--- config.mk ---
export PLATFORM = sky130hd
export DESIGN_NAME = pdsr_policy
export DESIGN_NICKNAME = d
export VERILOG_FILES = /design/src/verilog/pdsr_pkg.sv /design/src/verilog/pdsr_timer_if.sv /design/src/verilog/pdsr_resp_timer.sv /design/src/verilog/pdsr_policy.sv
export SDC_FILE = /design/constraint.sdc
export NUM_CORES = 1
export LEC_CHECK = 0
export BUFFER_PORTS_ARGS = -buffer_cell sky130_fd_sc_hd__buf_2
export CORE_MARGIN = 4
export CORE_UTILIZATION = 54
export DETAILED_ROUTE_END_ITERATION = 16
export HOLD_SLACK_MARGIN = 0.05
export PLACE_DENSITY_LB_ADDON = 0.12
export SYNTH_ARGS = -nofsm -noshare
export SYNTH_HDL_FRONTEND = slang
export SYNTH_SLANG_ARGS = --single-unit
--- constraint.sdc ---
create_clock -name clk_sys -period 3.5 [get_ports clk_sys]
set_input_delay 0.175 -clock clk_sys [delete_from_list [all_inputs] [get_ports clk_sys]]
set_output_delay 0.175 -clock clk_sys [all_outputs]
set_load 0.03 [all_outputs]
--- src/verilog/pdsr_pkg.sv ---
// Package for the soft reset and ping policy block: states, commands, timing
package pdsr_pkg;
  typedef enum logic [3:0] {
    PDSR_ST_IDLE,
    PDSR_ST_SRC_TRANS,
    PDSR_ST_SRC_READY,
    PDSR_ST_SRC_PING,
    PDSR_ST_SEND_SR,
    PDSR_ST_SOFT_RESET,
    PDSR_ST_SRC_SEND_CAPS,
    PDSR_ST_SNK_WAIT_CAPS,
    PDSR_ST_SRC_HARD_RESET,
    PDSR_ST_SNK_HARD_RESET,
    PDSR_ST_SRC_DISCOVERY,
    PDSR_ST_ERR_RECOVERY
  } pdsr_state_t;

  typedef enum logic [2:0] {
    PDSR_MSG_NONE,
    PDSR_MSG_SOFT_RESET,
    PDSR_MSG_ACCEPT,
    PDSR_MSG_PING
  } pdsr_msg_t;

  typedef enum logic [1:0] {
    PDSR_DEV_PROVIDER,
    PDSR_DEV_PROV_CONS,
    PDSR_DEV_CONS_PROV,
    PDSR_DEV_CONSUMER
  } pdsr_dev_t;

  localparam int CLK_MHZ = 250;
  localparam int SENDER_RESP_US = 30;
  localparam int SENDER_RESP_CYC = SENDER_RESP_US * CLK_MHZ;
  localparam int HR_CNT_W = 4;
endpackage : pdsr_pkg

--- src/verilog/pdsr_timer_if.sv ---
// Interface between the policy state machine and its response timer
`timescale 1ns/1ps
interface pdsr_timer_if;
  logic start;
  logic stop;
  logic running;
  logic expired;
  modport ctrl (output start, output stop, input running, input expired);
  modport tmr (input start, input stop, output running, output expired);
endinterface : pdsr_timer_if

--- src/verilog/pdsr_resp_timer.sv ---
// Sender response timer: one-shot down counter with start and stop
`timescale 1ns/1ps
module pdsr_resp_timer #(
  parameter int COUNT = pdsr_pkg::SENDER_RESP_CYC
) (
  input wire logic clk_sys,
  input wire logic arst_n,
  pdsr_timer_if.tmr tif
);
  localparam int CW = $clog2(COUNT + 1);
  localparam logic [CW-1:0] LOAD = CW'(COUNT);
  localparam logic [CW-1:0] ONE = CW'(1);

  logic [CW-1:0] cnt_reg;
  logic [CW-1:0] cnt_next;
  logic run_reg;
  logic run_next;
  logic exp_reg;
  logic exp_next;
  wire last_tick = run_reg && (cnt_reg == ONE);

  always_comb begin
    cnt_next = cnt_reg;
    run_next = run_reg;
    exp_next = 1'b0;
    if (tif.start) begin
      cnt_next = LOAD;
      run_next = 1'b1;
    end else if (tif.stop) begin
      run_next = 1'b0;
    end else if (last_tick) begin
      run_next = 1'b0;
      exp_next = 1'b1;
    end else if (run_reg) begin
      cnt_next = cnt_reg - ONE;
    end
  end

  always_ff @(posedge clk_sys or negedge arst_n) begin
    if (!arst_n) begin
      cnt_reg <= '0;
      run_reg <= 1'b0;
      exp_reg <= 1'b0;
    end else begin
      cnt_reg <= cnt_next;
      run_reg <= run_next;
      exp_reg <= exp_next;
    end
  end

  assign tif.running = run_reg;
  assign tif.expired = exp_reg;

  a_expire_after_load: assert property (@(posedge clk_sys) disable iff (!arst_n)
    $rose(tif.expired) |-> $past(run_reg) && !run_reg)
    else $error("timer expired while not running");
endmodule : pdsr_resp_timer

--- src/verilog/pdsr_policy.sv ---
// Policy engine: soft reset recovery and source ping for one port
// Operation
// - Protocol error enters send-soft-reset from any state; undelivered message does too, except in the two soft reset states.
// - Error in power role swap during supply transition goes straight to hard reset.
// - Error in data role swap invokes connector error recovery instead.
// - Source send-soft-reset: reset protocol, send Soft_Reset, start response timer.
// - Sink send-soft-reset: reset protocol, send Soft_Reset, start response timer.
// - Source send-soft-reset: Accept received moves to send-capabilities.
// - Sink send-soft-reset: Accept received moves to wait-for-capabilities.
// - Response timeout or transmit error in send-soft-reset goes to hard reset.
// - Hard reset target follows device type; Consumer/Provider source reverts to sink.
// - Received Soft_Reset enters soft-reset, resets protocol, then sends Accept.
// - Source: Accept sent after received Soft_Reset goes to send-capabilities.
// - Sink: Accept sent after received Soft_Reset goes to wait-for-capabilities.
// - Transmit error while sending Accept goes to role-selected hard reset.
// - Failed capabilities send with no partner attached goes to discovery.
// - Ping only from transition-supply or ready; entry requests a Ping.
// - Ping sent successfully returns to the state it came from.
// - Re-entry after ping only restarts the source activity timer.
// - Ping path can be disabled by configuration.
// - Hard reset entry requests physical signalling and increments the counter.
`timescale 1ns/1ps
module pdsr_policy #(
  parameter int RESP_CYC = pdsr_pkg::SENDER_RESP_CYC
) (
  input wire logic clk_sys,
  input wire logic arst_n,
  input wire logic role_is_src,
  input wire pdsr_pkg::pdsr_dev_t dev_type,
  input wire logic ping_en,
  input wire logic attached,
  input wire logic prs_in_transition,
  input wire logic drs_in_change,
  input wire logic prl_proto_err,
  input wire logic prl_tx_fail,
  input wire logic prl_tx_done,
  input wire logic prl_rx_soft_reset,
  input wire logic prl_rx_accept,
  input wire logic prl_reset_done,
  input wire logic dpm_enter_src_ready,
  input wire logic dpm_enter_src_trans,
  input wire logic dpm_enter_src_caps,
  input wire logic dpm_ping_req,
  input wire logic dpm_leave,
  output logic prl_reset_req,
  output logic tx_req,
  output pdsr_pkg::pdsr_msg_t tx_msg,
  output logic hard_reset_req,
  output logic [pdsr_pkg::HR_CNT_W-1:0] hard_reset_cnt,
  output logic type_c_recover,
  output logic src_act_restart,
  output logic entry_actions,
  output logic revert_default_snk,
  output pdsr_pkg::pdsr_state_t state
);
  // ==========================================================
  // Timer
  pdsr_timer_if tif ();

  pdsr_resp_timer #(.COUNT(RESP_CYC)) u_timer (
    .clk_sys(clk_sys),
    .arst_n(arst_n),
    .tif(tif)
  );

  // ==========================================================
  // State and decode
  pdsr_pkg::pdsr_state_t state_reg;
  pdsr_pkg::pdsr_state_t state_next;
  pdsr_pkg::pdsr_state_t ret_reg;
  pdsr_pkg::pdsr_state_t ret_next;
  logic step_reg;
  logic step_next;
  logic from_ping_reg;
  logic from_ping_next;
  logic [pdsr_pkg::HR_CNT_W-1:0] hr_cnt_reg;
  logic prl_reset_req_reg;
  logic tx_req_reg;
  pdsr_pkg::pdsr_msg_t tx_msg_reg;
  logic hard_reset_req_reg;
  logic type_c_recover_reg;
  logic src_act_restart_reg;
  logic entry_actions_reg;
  logic revert_reg;

  // Hard reset target by device type
  function automatic pdsr_pkg::pdsr_state_t hr_target(input logic src,
                                                      input pdsr_pkg::pdsr_dev_t dt);
    if (src && dt != pdsr_pkg::PDSR_DEV_CONS_PROV && dt != pdsr_pkg::PDSR_DEV_CONSUMER) begin
      return pdsr_pkg::PDSR_ST_SRC_HARD_RESET;
    end
    return pdsr_pkg::PDSR_ST_SNK_HARD_RESET;
  endfunction : hr_target

  wire any_err = prl_proto_err || prl_tx_fail;
  wire pdsr_pkg::pdsr_state_t hr_sel = hr_target(role_is_src, dev_type);
  wire in_send_sr = state_reg == pdsr_pkg::PDSR_ST_SEND_SR;
  wire in_soft_rst = state_reg == pdsr_pkg::PDSR_ST_SOFT_RESET;
  wire in_caps = state_reg == pdsr_pkg::PDSR_ST_SRC_SEND_CAPS;
  wire in_ping = state_reg == pdsr_pkg::PDSR_ST_SRC_PING;
  wire ping_ok_state = state_reg == pdsr_pkg::PDSR_ST_SRC_TRANS ||
                       state_reg == pdsr_pkg::PDSR_ST_SRC_READY;
  wire ping_go = role_is_src && ping_en && dpm_ping_req && ping_ok_state;
  wire state_change = state_next != state_reg;
  wire entering_hr = state_change && (state_next == pdsr_pkg::PDSR_ST_SRC_HARD_RESET ||
                                      state_next == pdsr_pkg::PDSR_ST_SNK_HARD_RESET);
  wire entering_ready = state_change && (state_next == pdsr_pkg::PDSR_ST_SRC_TRANS ||
                                         state_next == pdsr_pkg::PDSR_ST_SRC_READY);

  // ==========================================================
  // Next state
  always_comb begin
    state_next = state_reg;
    ret_next = ret_reg;
    step_next = step_reg;
    from_ping_next = 1'b0;
    // Received Soft_Reset outranks local errors
    // enter soft reset
    if (prl_rx_soft_reset) begin
      state_next = pdsr_pkg::PDSR_ST_SOFT_RESET;
      step_next = 1'b0;
    end else if (in_caps && prl_tx_fail && !attached) begin
      state_next = pdsr_pkg::PDSR_ST_SRC_DISCOVERY;
    // power swap error skips soft reset
    end else if (any_err && prs_in_transition) begin
      state_next = hr_sel;
    // data swap error goes to connector recovery
    end else if (any_err && drs_in_change) begin
      state_next = pdsr_pkg::PDSR_ST_ERR_RECOVERY;
    end else if ((in_send_sr || in_soft_rst) && prl_tx_fail) begin
      state_next = hr_sel;
    end else if (any_err) begin
      state_next = pdsr_pkg::PDSR_ST_SEND_SR;
      step_next = 1'b0;
    end else begin
      unique case (state_reg)
        pdsr_pkg::PDSR_ST_IDLE,
        pdsr_pkg::PDSR_ST_SRC_SEND_CAPS,
        pdsr_pkg::PDSR_ST_SNK_WAIT_CAPS,
        pdsr_pkg::PDSR_ST_SRC_DISCOVERY,
        pdsr_pkg::PDSR_ST_SRC_HARD_RESET,
        pdsr_pkg::PDSR_ST_SNK_HARD_RESET,
        pdsr_pkg::PDSR_ST_ERR_RECOVERY: begin
          if (dpm_enter_src_ready) begin
            state_next = pdsr_pkg::PDSR_ST_SRC_READY;
          end else if (dpm_enter_src_trans) begin
            state_next = pdsr_pkg::PDSR_ST_SRC_TRANS;
          end else if (dpm_enter_src_caps) begin
            state_next = pdsr_pkg::PDSR_ST_SRC_SEND_CAPS;
          end else if (dpm_leave) begin
            state_next = pdsr_pkg::PDSR_ST_IDLE;
          end
        end
        pdsr_pkg::PDSR_ST_SRC_TRANS,
        pdsr_pkg::PDSR_ST_SRC_READY: begin
          if (ping_go) begin
            state_next = pdsr_pkg::PDSR_ST_SRC_PING;
            ret_next = state_reg;
          end else if (dpm_enter_src_ready) begin
            state_next = pdsr_pkg::PDSR_ST_SRC_READY;
          end else if (dpm_enter_src_trans) begin
            state_next = pdsr_pkg::PDSR_ST_SRC_TRANS;
          end else if (dpm_leave) begin
            state_next = pdsr_pkg::PDSR_ST_IDLE;
          end
        end
        pdsr_pkg::PDSR_ST_SRC_PING: begin
          if (prl_tx_done) begin
            state_next = ret_reg;
            from_ping_next = 1'b1;
          end
        end
        pdsr_pkg::PDSR_ST_SEND_SR: begin
          if (!step_reg && prl_reset_done) begin
            step_next = 1'b1;
          end else if (step_reg && prl_rx_accept) begin
            state_next = role_is_src ? pdsr_pkg::PDSR_ST_SRC_SEND_CAPS
                                     : pdsr_pkg::PDSR_ST_SNK_WAIT_CAPS;
          end else if (tif.expired) begin
            state_next = hr_sel;
          end
        end
        pdsr_pkg::PDSR_ST_SOFT_RESET: begin
          if (!step_reg && prl_reset_done) begin
            step_next = 1'b1;
          end else if (step_reg && prl_tx_done) begin
            state_next = role_is_src ? pdsr_pkg::PDSR_ST_SRC_SEND_CAPS
                                     : pdsr_pkg::PDSR_ST_SNK_WAIT_CAPS;
          end
        end
        default: begin
          state_next = pdsr_pkg::PDSR_ST_IDLE;
        end
      endcase
    end
  end

  // ==========================================================
  // Commands toward protocol layer and timer
  // Re-entry while already recovering restarts the sequence
  wire sr_restart = step_reg && !step_next;
  wire sr_entry = (state_change || sr_restart) && (state_next == pdsr_pkg::PDSR_ST_SEND_SR ||
                                                   state_next == pdsr_pkg::PDSR_ST_SOFT_RESET);
  wire sr_step_up = !step_reg && step_next;
  assign tif.start = in_send_sr && sr_step_up && !state_change;
  assign tif.stop = in_send_sr && (state_change || prl_rx_accept || sr_restart);

  always_ff @(posedge clk_sys or negedge arst_n) begin
    if (!arst_n) begin
      state_reg <= pdsr_pkg::PDSR_ST_IDLE;
      ret_reg <= pdsr_pkg::PDSR_ST_SRC_READY;
      step_reg <= 1'b0;
      from_ping_reg <= 1'b0;
    end else begin
      state_reg <= state_next;
      ret_reg <= ret_next;
      step_reg <= step_next;
      from_ping_reg <= from_ping_next;
    end
  end

  always_ff @(posedge clk_sys or negedge arst_n) begin
    if (!arst_n) begin
      prl_reset_req_reg <= 1'b0;
      tx_req_reg <= 1'b0;
      tx_msg_reg <= pdsr_pkg::PDSR_MSG_NONE;
    end else begin
      prl_reset_req_reg <= sr_entry;
      tx_req_reg <= 1'b0;
      tx_msg_reg <= pdsr_pkg::PDSR_MSG_NONE;
      if (sr_step_up && !state_change) begin
        tx_req_reg <= 1'b1;
        tx_msg_reg <= in_send_sr ? pdsr_pkg::PDSR_MSG_SOFT_RESET : pdsr_pkg::PDSR_MSG_ACCEPT;
      end else if (state_change && state_next == pdsr_pkg::PDSR_ST_SRC_PING) begin
        tx_req_reg <= 1'b1;
        tx_msg_reg <= pdsr_pkg::PDSR_MSG_PING;
      end
    end
  end

  always_ff @(posedge clk_sys or negedge arst_n) begin
    if (!arst_n) begin
      hr_cnt_reg <= '0;
      hard_reset_req_reg <= 1'b0;
      type_c_recover_reg <= 1'b0;
      src_act_restart_reg <= 1'b0;
      entry_actions_reg <= 1'b0;
      revert_reg <= 1'b0;
    end else begin
      hard_reset_req_reg <= entering_hr;
      if (entering_hr) begin
        hr_cnt_reg <= hr_cnt_reg + pdsr_pkg::HR_CNT_W'(1);
      end
      revert_reg <= entering_hr && role_is_src &&
                    state_next == pdsr_pkg::PDSR_ST_SNK_HARD_RESET;
      type_c_recover_reg <= state_change && state_next == pdsr_pkg::PDSR_ST_ERR_RECOVERY;
      // after ping only the activity timer restarts
      src_act_restart_reg <= entering_ready;
      entry_actions_reg <= entering_ready && !from_ping_next;
    end
  end

  assign prl_reset_req = prl_reset_req_reg;
  assign tx_req = tx_req_reg;
  assign tx_msg = tx_msg_reg;
  assign hard_reset_req = hard_reset_req_reg;
  assign hard_reset_cnt = hr_cnt_reg;
  assign type_c_recover = type_c_recover_reg;
  assign src_act_restart = src_act_restart_reg;
  assign entry_actions = entry_actions_reg;
  assign revert_default_snk = revert_reg;
  assign state = state_reg;

  // ==========================================================
  // Checks
  a_ping_needs_enable: assert property (@(posedge clk_sys) disable iff (!arst_n)
    $rose(in_ping) |-> $past(ping_en) && $past(ping_ok_state))
    else $error("ping entered while disabled or from wrong state");
  a_ping_sends_msg: assert property (@(posedge clk_sys) disable iff (!arst_n)
    $rose(in_ping) |-> tx_req && tx_msg == pdsr_pkg::PDSR_MSG_PING)
    else $error("ping entry without ping request");
  a_ping_returns: assert property (@(posedge clk_sys) disable iff (!arst_n)
    in_ping && prl_tx_done && !any_err && !prl_rx_soft_reset |=> state_reg == $past(ret_reg))
    else $error("ping did not return to origin");
  a_ping_reentry_quiet: assert property (@(posedge clk_sys) disable iff (!arst_n)
    $fell(in_ping) && ping_ok_state |-> src_act_restart && !entry_actions)
    else $error("re-entry after ping ran entry actions");
  a_rx_sr_entry: assert property (@(posedge clk_sys) disable iff (!arst_n)
    prl_rx_soft_reset |=> in_soft_rst && !step_reg)
    else $error("received soft reset not honoured");
  a_err_to_send_sr: assert property (@(posedge clk_sys) disable iff (!arst_n)
    prl_proto_err && !prl_rx_soft_reset && !prs_in_transition && !drs_in_change |=> in_send_sr)
    else $error("protocol error did not start soft reset");
  a_prs_hard_reset: assert property (@(posedge clk_sys) disable iff (!arst_n)
    any_err && prs_in_transition && !prl_rx_soft_reset && !(in_caps && !attached)
    |=> state_reg == $past(hr_sel))
    else $error("swap error did not go to hard reset");
  a_drs_recovery: assert property (@(posedge clk_sys) disable iff (!arst_n)
    any_err && drs_in_change && !prs_in_transition && !prl_rx_soft_reset
    && !(in_caps && !attached)
    |=> state_reg == pdsr_pkg::PDSR_ST_ERR_RECOVERY && type_c_recover)
    else $error("data swap error did not invoke recovery");
  a_sr_reset_then_tx: assert property (@(posedge clk_sys) disable iff (!arst_n)
    $rose(in_send_sr) |-> prl_reset_req && !tx_req)
    else $error("soft reset sent before protocol reset");
  a_timer_on_tx: assert property (@(posedge clk_sys) disable iff (!arst_n)
    in_send_sr && tx_req && tx_msg == pdsr_pkg::PDSR_MSG_SOFT_RESET |-> tif.running)
    else $error("response timer not running after soft reset sent");
  a_hr_count: assert property (@(posedge clk_sys) disable iff (!arst_n)
    entering_hr |=> hard_reset_req && hr_cnt_reg == $past(hr_cnt_reg) + pdsr_pkg::HR_CNT_W'(1))
    else $error("hard reset entry without request or count");
  a_timeout_hr: assert property (@(posedge clk_sys) disable iff (!arst_n)
    in_send_sr && tif.expired && !any_err && !prl_rx_soft_reset && !prl_rx_accept
    |=> state_reg == $past(hr_sel))
    else $error("response timeout did not hard reset");
  a_hr_by_type: assert property (@(posedge clk_sys) disable iff (!arst_n)
    role_is_src && dev_type == pdsr_pkg::PDSR_DEV_CONS_PROV
    |-> hr_sel == pdsr_pkg::PDSR_ST_SNK_HARD_RESET)
    else $error("consumer/provider source picked source hard reset");
  a_no_partner: assert property (@(posedge clk_sys) disable iff (!arst_n)
    in_caps && prl_tx_fail && !attached && !prl_rx_soft_reset
    |=> state_reg == pdsr_pkg::PDSR_ST_SRC_DISCOVERY)
    else $error("detached send failure did not go to discovery");
  a_src_accept_caps: assert property (@(posedge clk_sys) disable iff (!arst_n)
    in_send_sr && step_reg && prl_rx_accept && role_is_src && !any_err && !prl_rx_soft_reset
    |=> state_reg == pdsr_pkg::PDSR_ST_SRC_SEND_CAPS)
    else $error("accepted source soft reset did not resend capabilities");
  a_snk_accept_wait: assert property (@(posedge clk_sys) disable iff (!arst_n)
    in_send_sr && step_reg && prl_rx_accept && !role_is_src && !any_err && !prl_rx_soft_reset
    |=> state_reg == pdsr_pkg::PDSR_ST_SNK_WAIT_CAPS)
    else $error("accepted sink soft reset did not wait for capabilities");
endmodule : pdsr_policy

==> Implementation_results.wiki <==
{| class="wikitable"
! Metric !! Value
|-
| Class of the worst hold path || in2reg
|-
| Floorplan Core Area || 4086 sq um
|-
| Hold slack || 0.1866 ns
|-
| Number of DRC markers after the initial detailed-route iteration || 224
|-
| Post-synthesis to final-layout area growth || 13.25%
|-
| Portion of the post-synthesis area used by sequential elements || 39.60%
|-
| Die H || 73.84 um
|-
| Normalized max-slew margin || 47.18%
|-
| Endpoints failing hold || 0
|-
| Critical path endpoint category || register
|-
| Filler-free cell count of the finished design || 326
|-
| TritonCTS clock tree || done
|-
| Final routed wire length divided by cell count || 17.20 um
|-
| Clk Tree Root Cell || clkbuf_8
|-
| Register-to-register setup slack || 0.26 ns
|-
| Residual antenna-violating net count after detailed routing || 0
|-
| Pleak || 1.152 nW
|-
| RSZ-0062 raised after global routing || no
|-
| # setup viols final || 0
|-
| Count of flip-flops with a built-in enable after synthesis || 0
|-
| CP Buf/Inv Count || 1
|-
| Antenna violations before repair || 0
|-
| Minimum clock period after layout || 3.240 ns
|-
| Clock Tree Buf Depth || 2
|-
| Outcome || finished clean
|-
| Post-CTS setup buffer count || 0
|-
| Predominant post-synthesis flop cell || dfrtp_1
|-
| Share of synthesized flip-flops with an asynchronous set or reset || 100.0%
|-
| Kind of start point of the critical path || register
|-
| Vias in the first global route || 1911
|-
| Clock edge transition at the registers on the reported setup and hold paths || 0.07 ns
|-
| Avg Synthesized Cell Area || 9.795 sq um
|-
| Width of the chip || 73.84 um
|-
| Total chip power || 1.437 mW
|-
| Row Count || 23
|-
| Vias per std cell || 6.233
|-
| Highest ir drop seen on vdd || 0.4636 mV
|-
| Post-route worst setup slack || 0.2601 ns
|-
| Initial Utilization || 57.29%
|-
| TNS Setup || 0 ns
|-
| Category of the most critical setup path || reg2reg
|-
| Leftover overflow at the end of global routing || 0
|-
| Area of all placed cells without fillers || 2651 sq um
|-
| Period utilization || 92.57%
|-
| DRC violations left || 0
|-
| Total number of vias || 2032
|-
| Crit path arrival time || 3.45 ns
|-
| Combined area of all synthesized cells || 2341 sq um
|-
| Count of TritonRoute iterations in the first routing pass || 4
|-
| Later-pin clock latency in the skew report || 0.29 ns
|-
| Worst-path cell with the longest stage delay || dfrtp_1
|-
| Biggest fanout along the worst timing path || 18
|-
| Clock buffer count from CTS || 5
|-
| Total placed cells including tap cells || 318
|-
| Die outline area || 5452 sq um
|-
| Largest register FFs || 13
|-
| Instance area at placement || 2551 sq um
|-
| Data required, critical path || 3.71 ns
|-
| Final number of max-transition violations || 0
|-
| Layout cell share with drive strength beyond 1 || 25.72%
|-
| Total wire length || 5606 um
|-
| Syn nets || 262
|-
| Count of buffers inserted at the top-level ports || 35
|-
| Final design utilization || 64.88%
|-
| I/O pin cnt || 38
|-
| Post-Synthesis Cells || 239
|-
| Category of cells accounting for the largest share of critical-path delay || compound AO/OA/AOI/OAI gates
|-
| Max frequency || 308.7 MHz
|-
| Fill cells || 351
|-
| Layout Skew || 0.005578 ns
|-
| Net count, final || 299
|-
| Synthesis-stage register bit count || 37
|-
| Number of warning messages in the yosys log || 0
|-
| Maximum number of pins on one net before global-route repair || 38
|-
| Power density relative to cell area || 542.2 nW/um^2
|-
| Max-Cap Viols || 0
|-
| Worst-Margin Slew || 0.7923 ns
|-
| CTS HTree Levels || 2
|-
| Worst-case setup slack after placement || 0.3105 ns
|-
| Sequence of cells on the critical path || nor3b_2, a32o_1, a311oi_2, o211ai_2, xor2_1, nor3_4, a31oi_1, buf_4, nor4_2, mux2i_1
|-
| Global-route wire length before repair || 9259 um
|-
| Aggregate global-route resource usage || 22.31%
|-
| Number of distinct library cells after synthesis || 74
|-
| Quantity of gates resized following cts || 0
|-
| Clk sink count || 37
|-
| Detailed-placement wirelength estimate || 4054 um
|-
| Placer Congestion || 0.8929
|-
| Max incr delay on CP || 0.78 ns
|-
| Diode count || 0
|}
## path summary, 6_finish.rpt
path / to / cells past startpoint / from
max: u_timer.cnt_reg[9] / 10 / state[1]
min reg2reg: ret_reg[1] / 2 / ret_reg[1]
max reg2reg: u_timer.cnt_reg[9] / 10 / state[1]
max in group asynchronous: state[3] / 2 / arst_n
min in group asynchronous: ret_reg[0] / 2 / arst_n
min: revert_default_snk / 2 / role_is_src
## power by group
part | internal, mW | leakage [nW] | total [mW] | switching, mW
registers | 0.528 | 0.475 | 0.629 | 0.102
logic | 0.191 | 0.634 | 0.501 | 0.310
clock network | 0.156 | 0.0433 | 0.307 | 0.151
total | 0.875 | 1.15 | 1.44 | 0.563
## cells in the final DEF, fill, tap and decap left out, types with 3 or more instances in the layout
cell type	netlist	routed
buf_2	4	35
nand2_1	17	17
or3_1	4	4
a21oi_1	14	14
or4_1	4	4
nand3_1	10	10
ha_1	3	3
nor3_1	4	4
o21ai_0	13	13
nand2b_1	6	6
xnor2_1	3	3
and3_1	4	4
o211a_1	3	3
clkbuf_8	0	6
a31oi_1	4	4
nor2b_1	5	5
xor2_1	3	3
inv_1	8	8
o22ai_1	4	4
nand4b_1	3	3
nand4_1	3	3
dfrtp_1	36	36
buf_4	3	5
nor2_1	16	16
and2_1	3	3
## cell usage after synthesis (all sizes together) (4+ instances only)
| cell | number | area, sq um |
|---|---|---|
| dfrtp | 36 | 900.9 |
| nand2 | 17 | 63.81 |
| nor2 | 16 | 60.06 |
| o21ai | 15 | 75.07 |
| a21oi | 14 | 70.07 |
| nand3 | 10 | 50.05 |
| buf | 8 | 53.80 |
| inv | 8 | 30.03 |
| nand2b | 6 | 37.54 |
| o22ai | 6 | 50.04 |
| a31oi | 5 | 46.29 |
| nor2b | 5 | 31.28 |
| nor3 | 5 | 36.29 |
| and3 | 4 | 25.02 |
| o211a | 4 | 40.04 |
| or3 | 4 | 25.02 |
| or4 | 4 | 30.03 |
## layout make-up
class	count	area [sq um]	area share (%)
multi-input combinational	183	1319	49.74
sequential	37	927.1	34.97
timing repair buffer	41	222.7	8.400
clock buffer	6	82.58	3.115
tap	50	62.56	2.360
inverter	8	30.03	1.133
clock inverter	1	7.507	0.2832
## what timing repair did
action                                 CTS  global route
setup endpoints to repair                0             0
hold buffers                             1             0
endpoints found under the hold margin   36             0
## logic make-up (layout without fill, tap and decap cells)
kind of cell / count (synthesis) / after routing / synth area share [%]
and+or+nand+nor: 96 / 96 / 25.82
buffers and inverters: 19 / 56 / 4.062
xor gates and xnor gates: 6 / 6 / 2.245
muxes: 6 / 6 / 3.260
other: 1 / 1 / 0.1602
AOI/OAI and AO/OA: 71 / 71 / 23.25
DFF: 37 / 37 / 39.60
adders and majority gates: 3 / 3 / 1.604
## per-layer routing
metal | routed length [um] | global-route usage (%) | up-vias | part of all wire [%]
li1 | - | - | 976 | -
met1 | 2679 | 32.47 | 986 | 48
met2 | 2459 | 32.68 | 64 | 44
met5 | 0 | 0 | - | 0
met3 | 407 | 5.609 | 6 | 7.3
met4 | 60 | 6.439 | 0 | 1.1
Note: power is estimated with default switching activity, not from simulation.
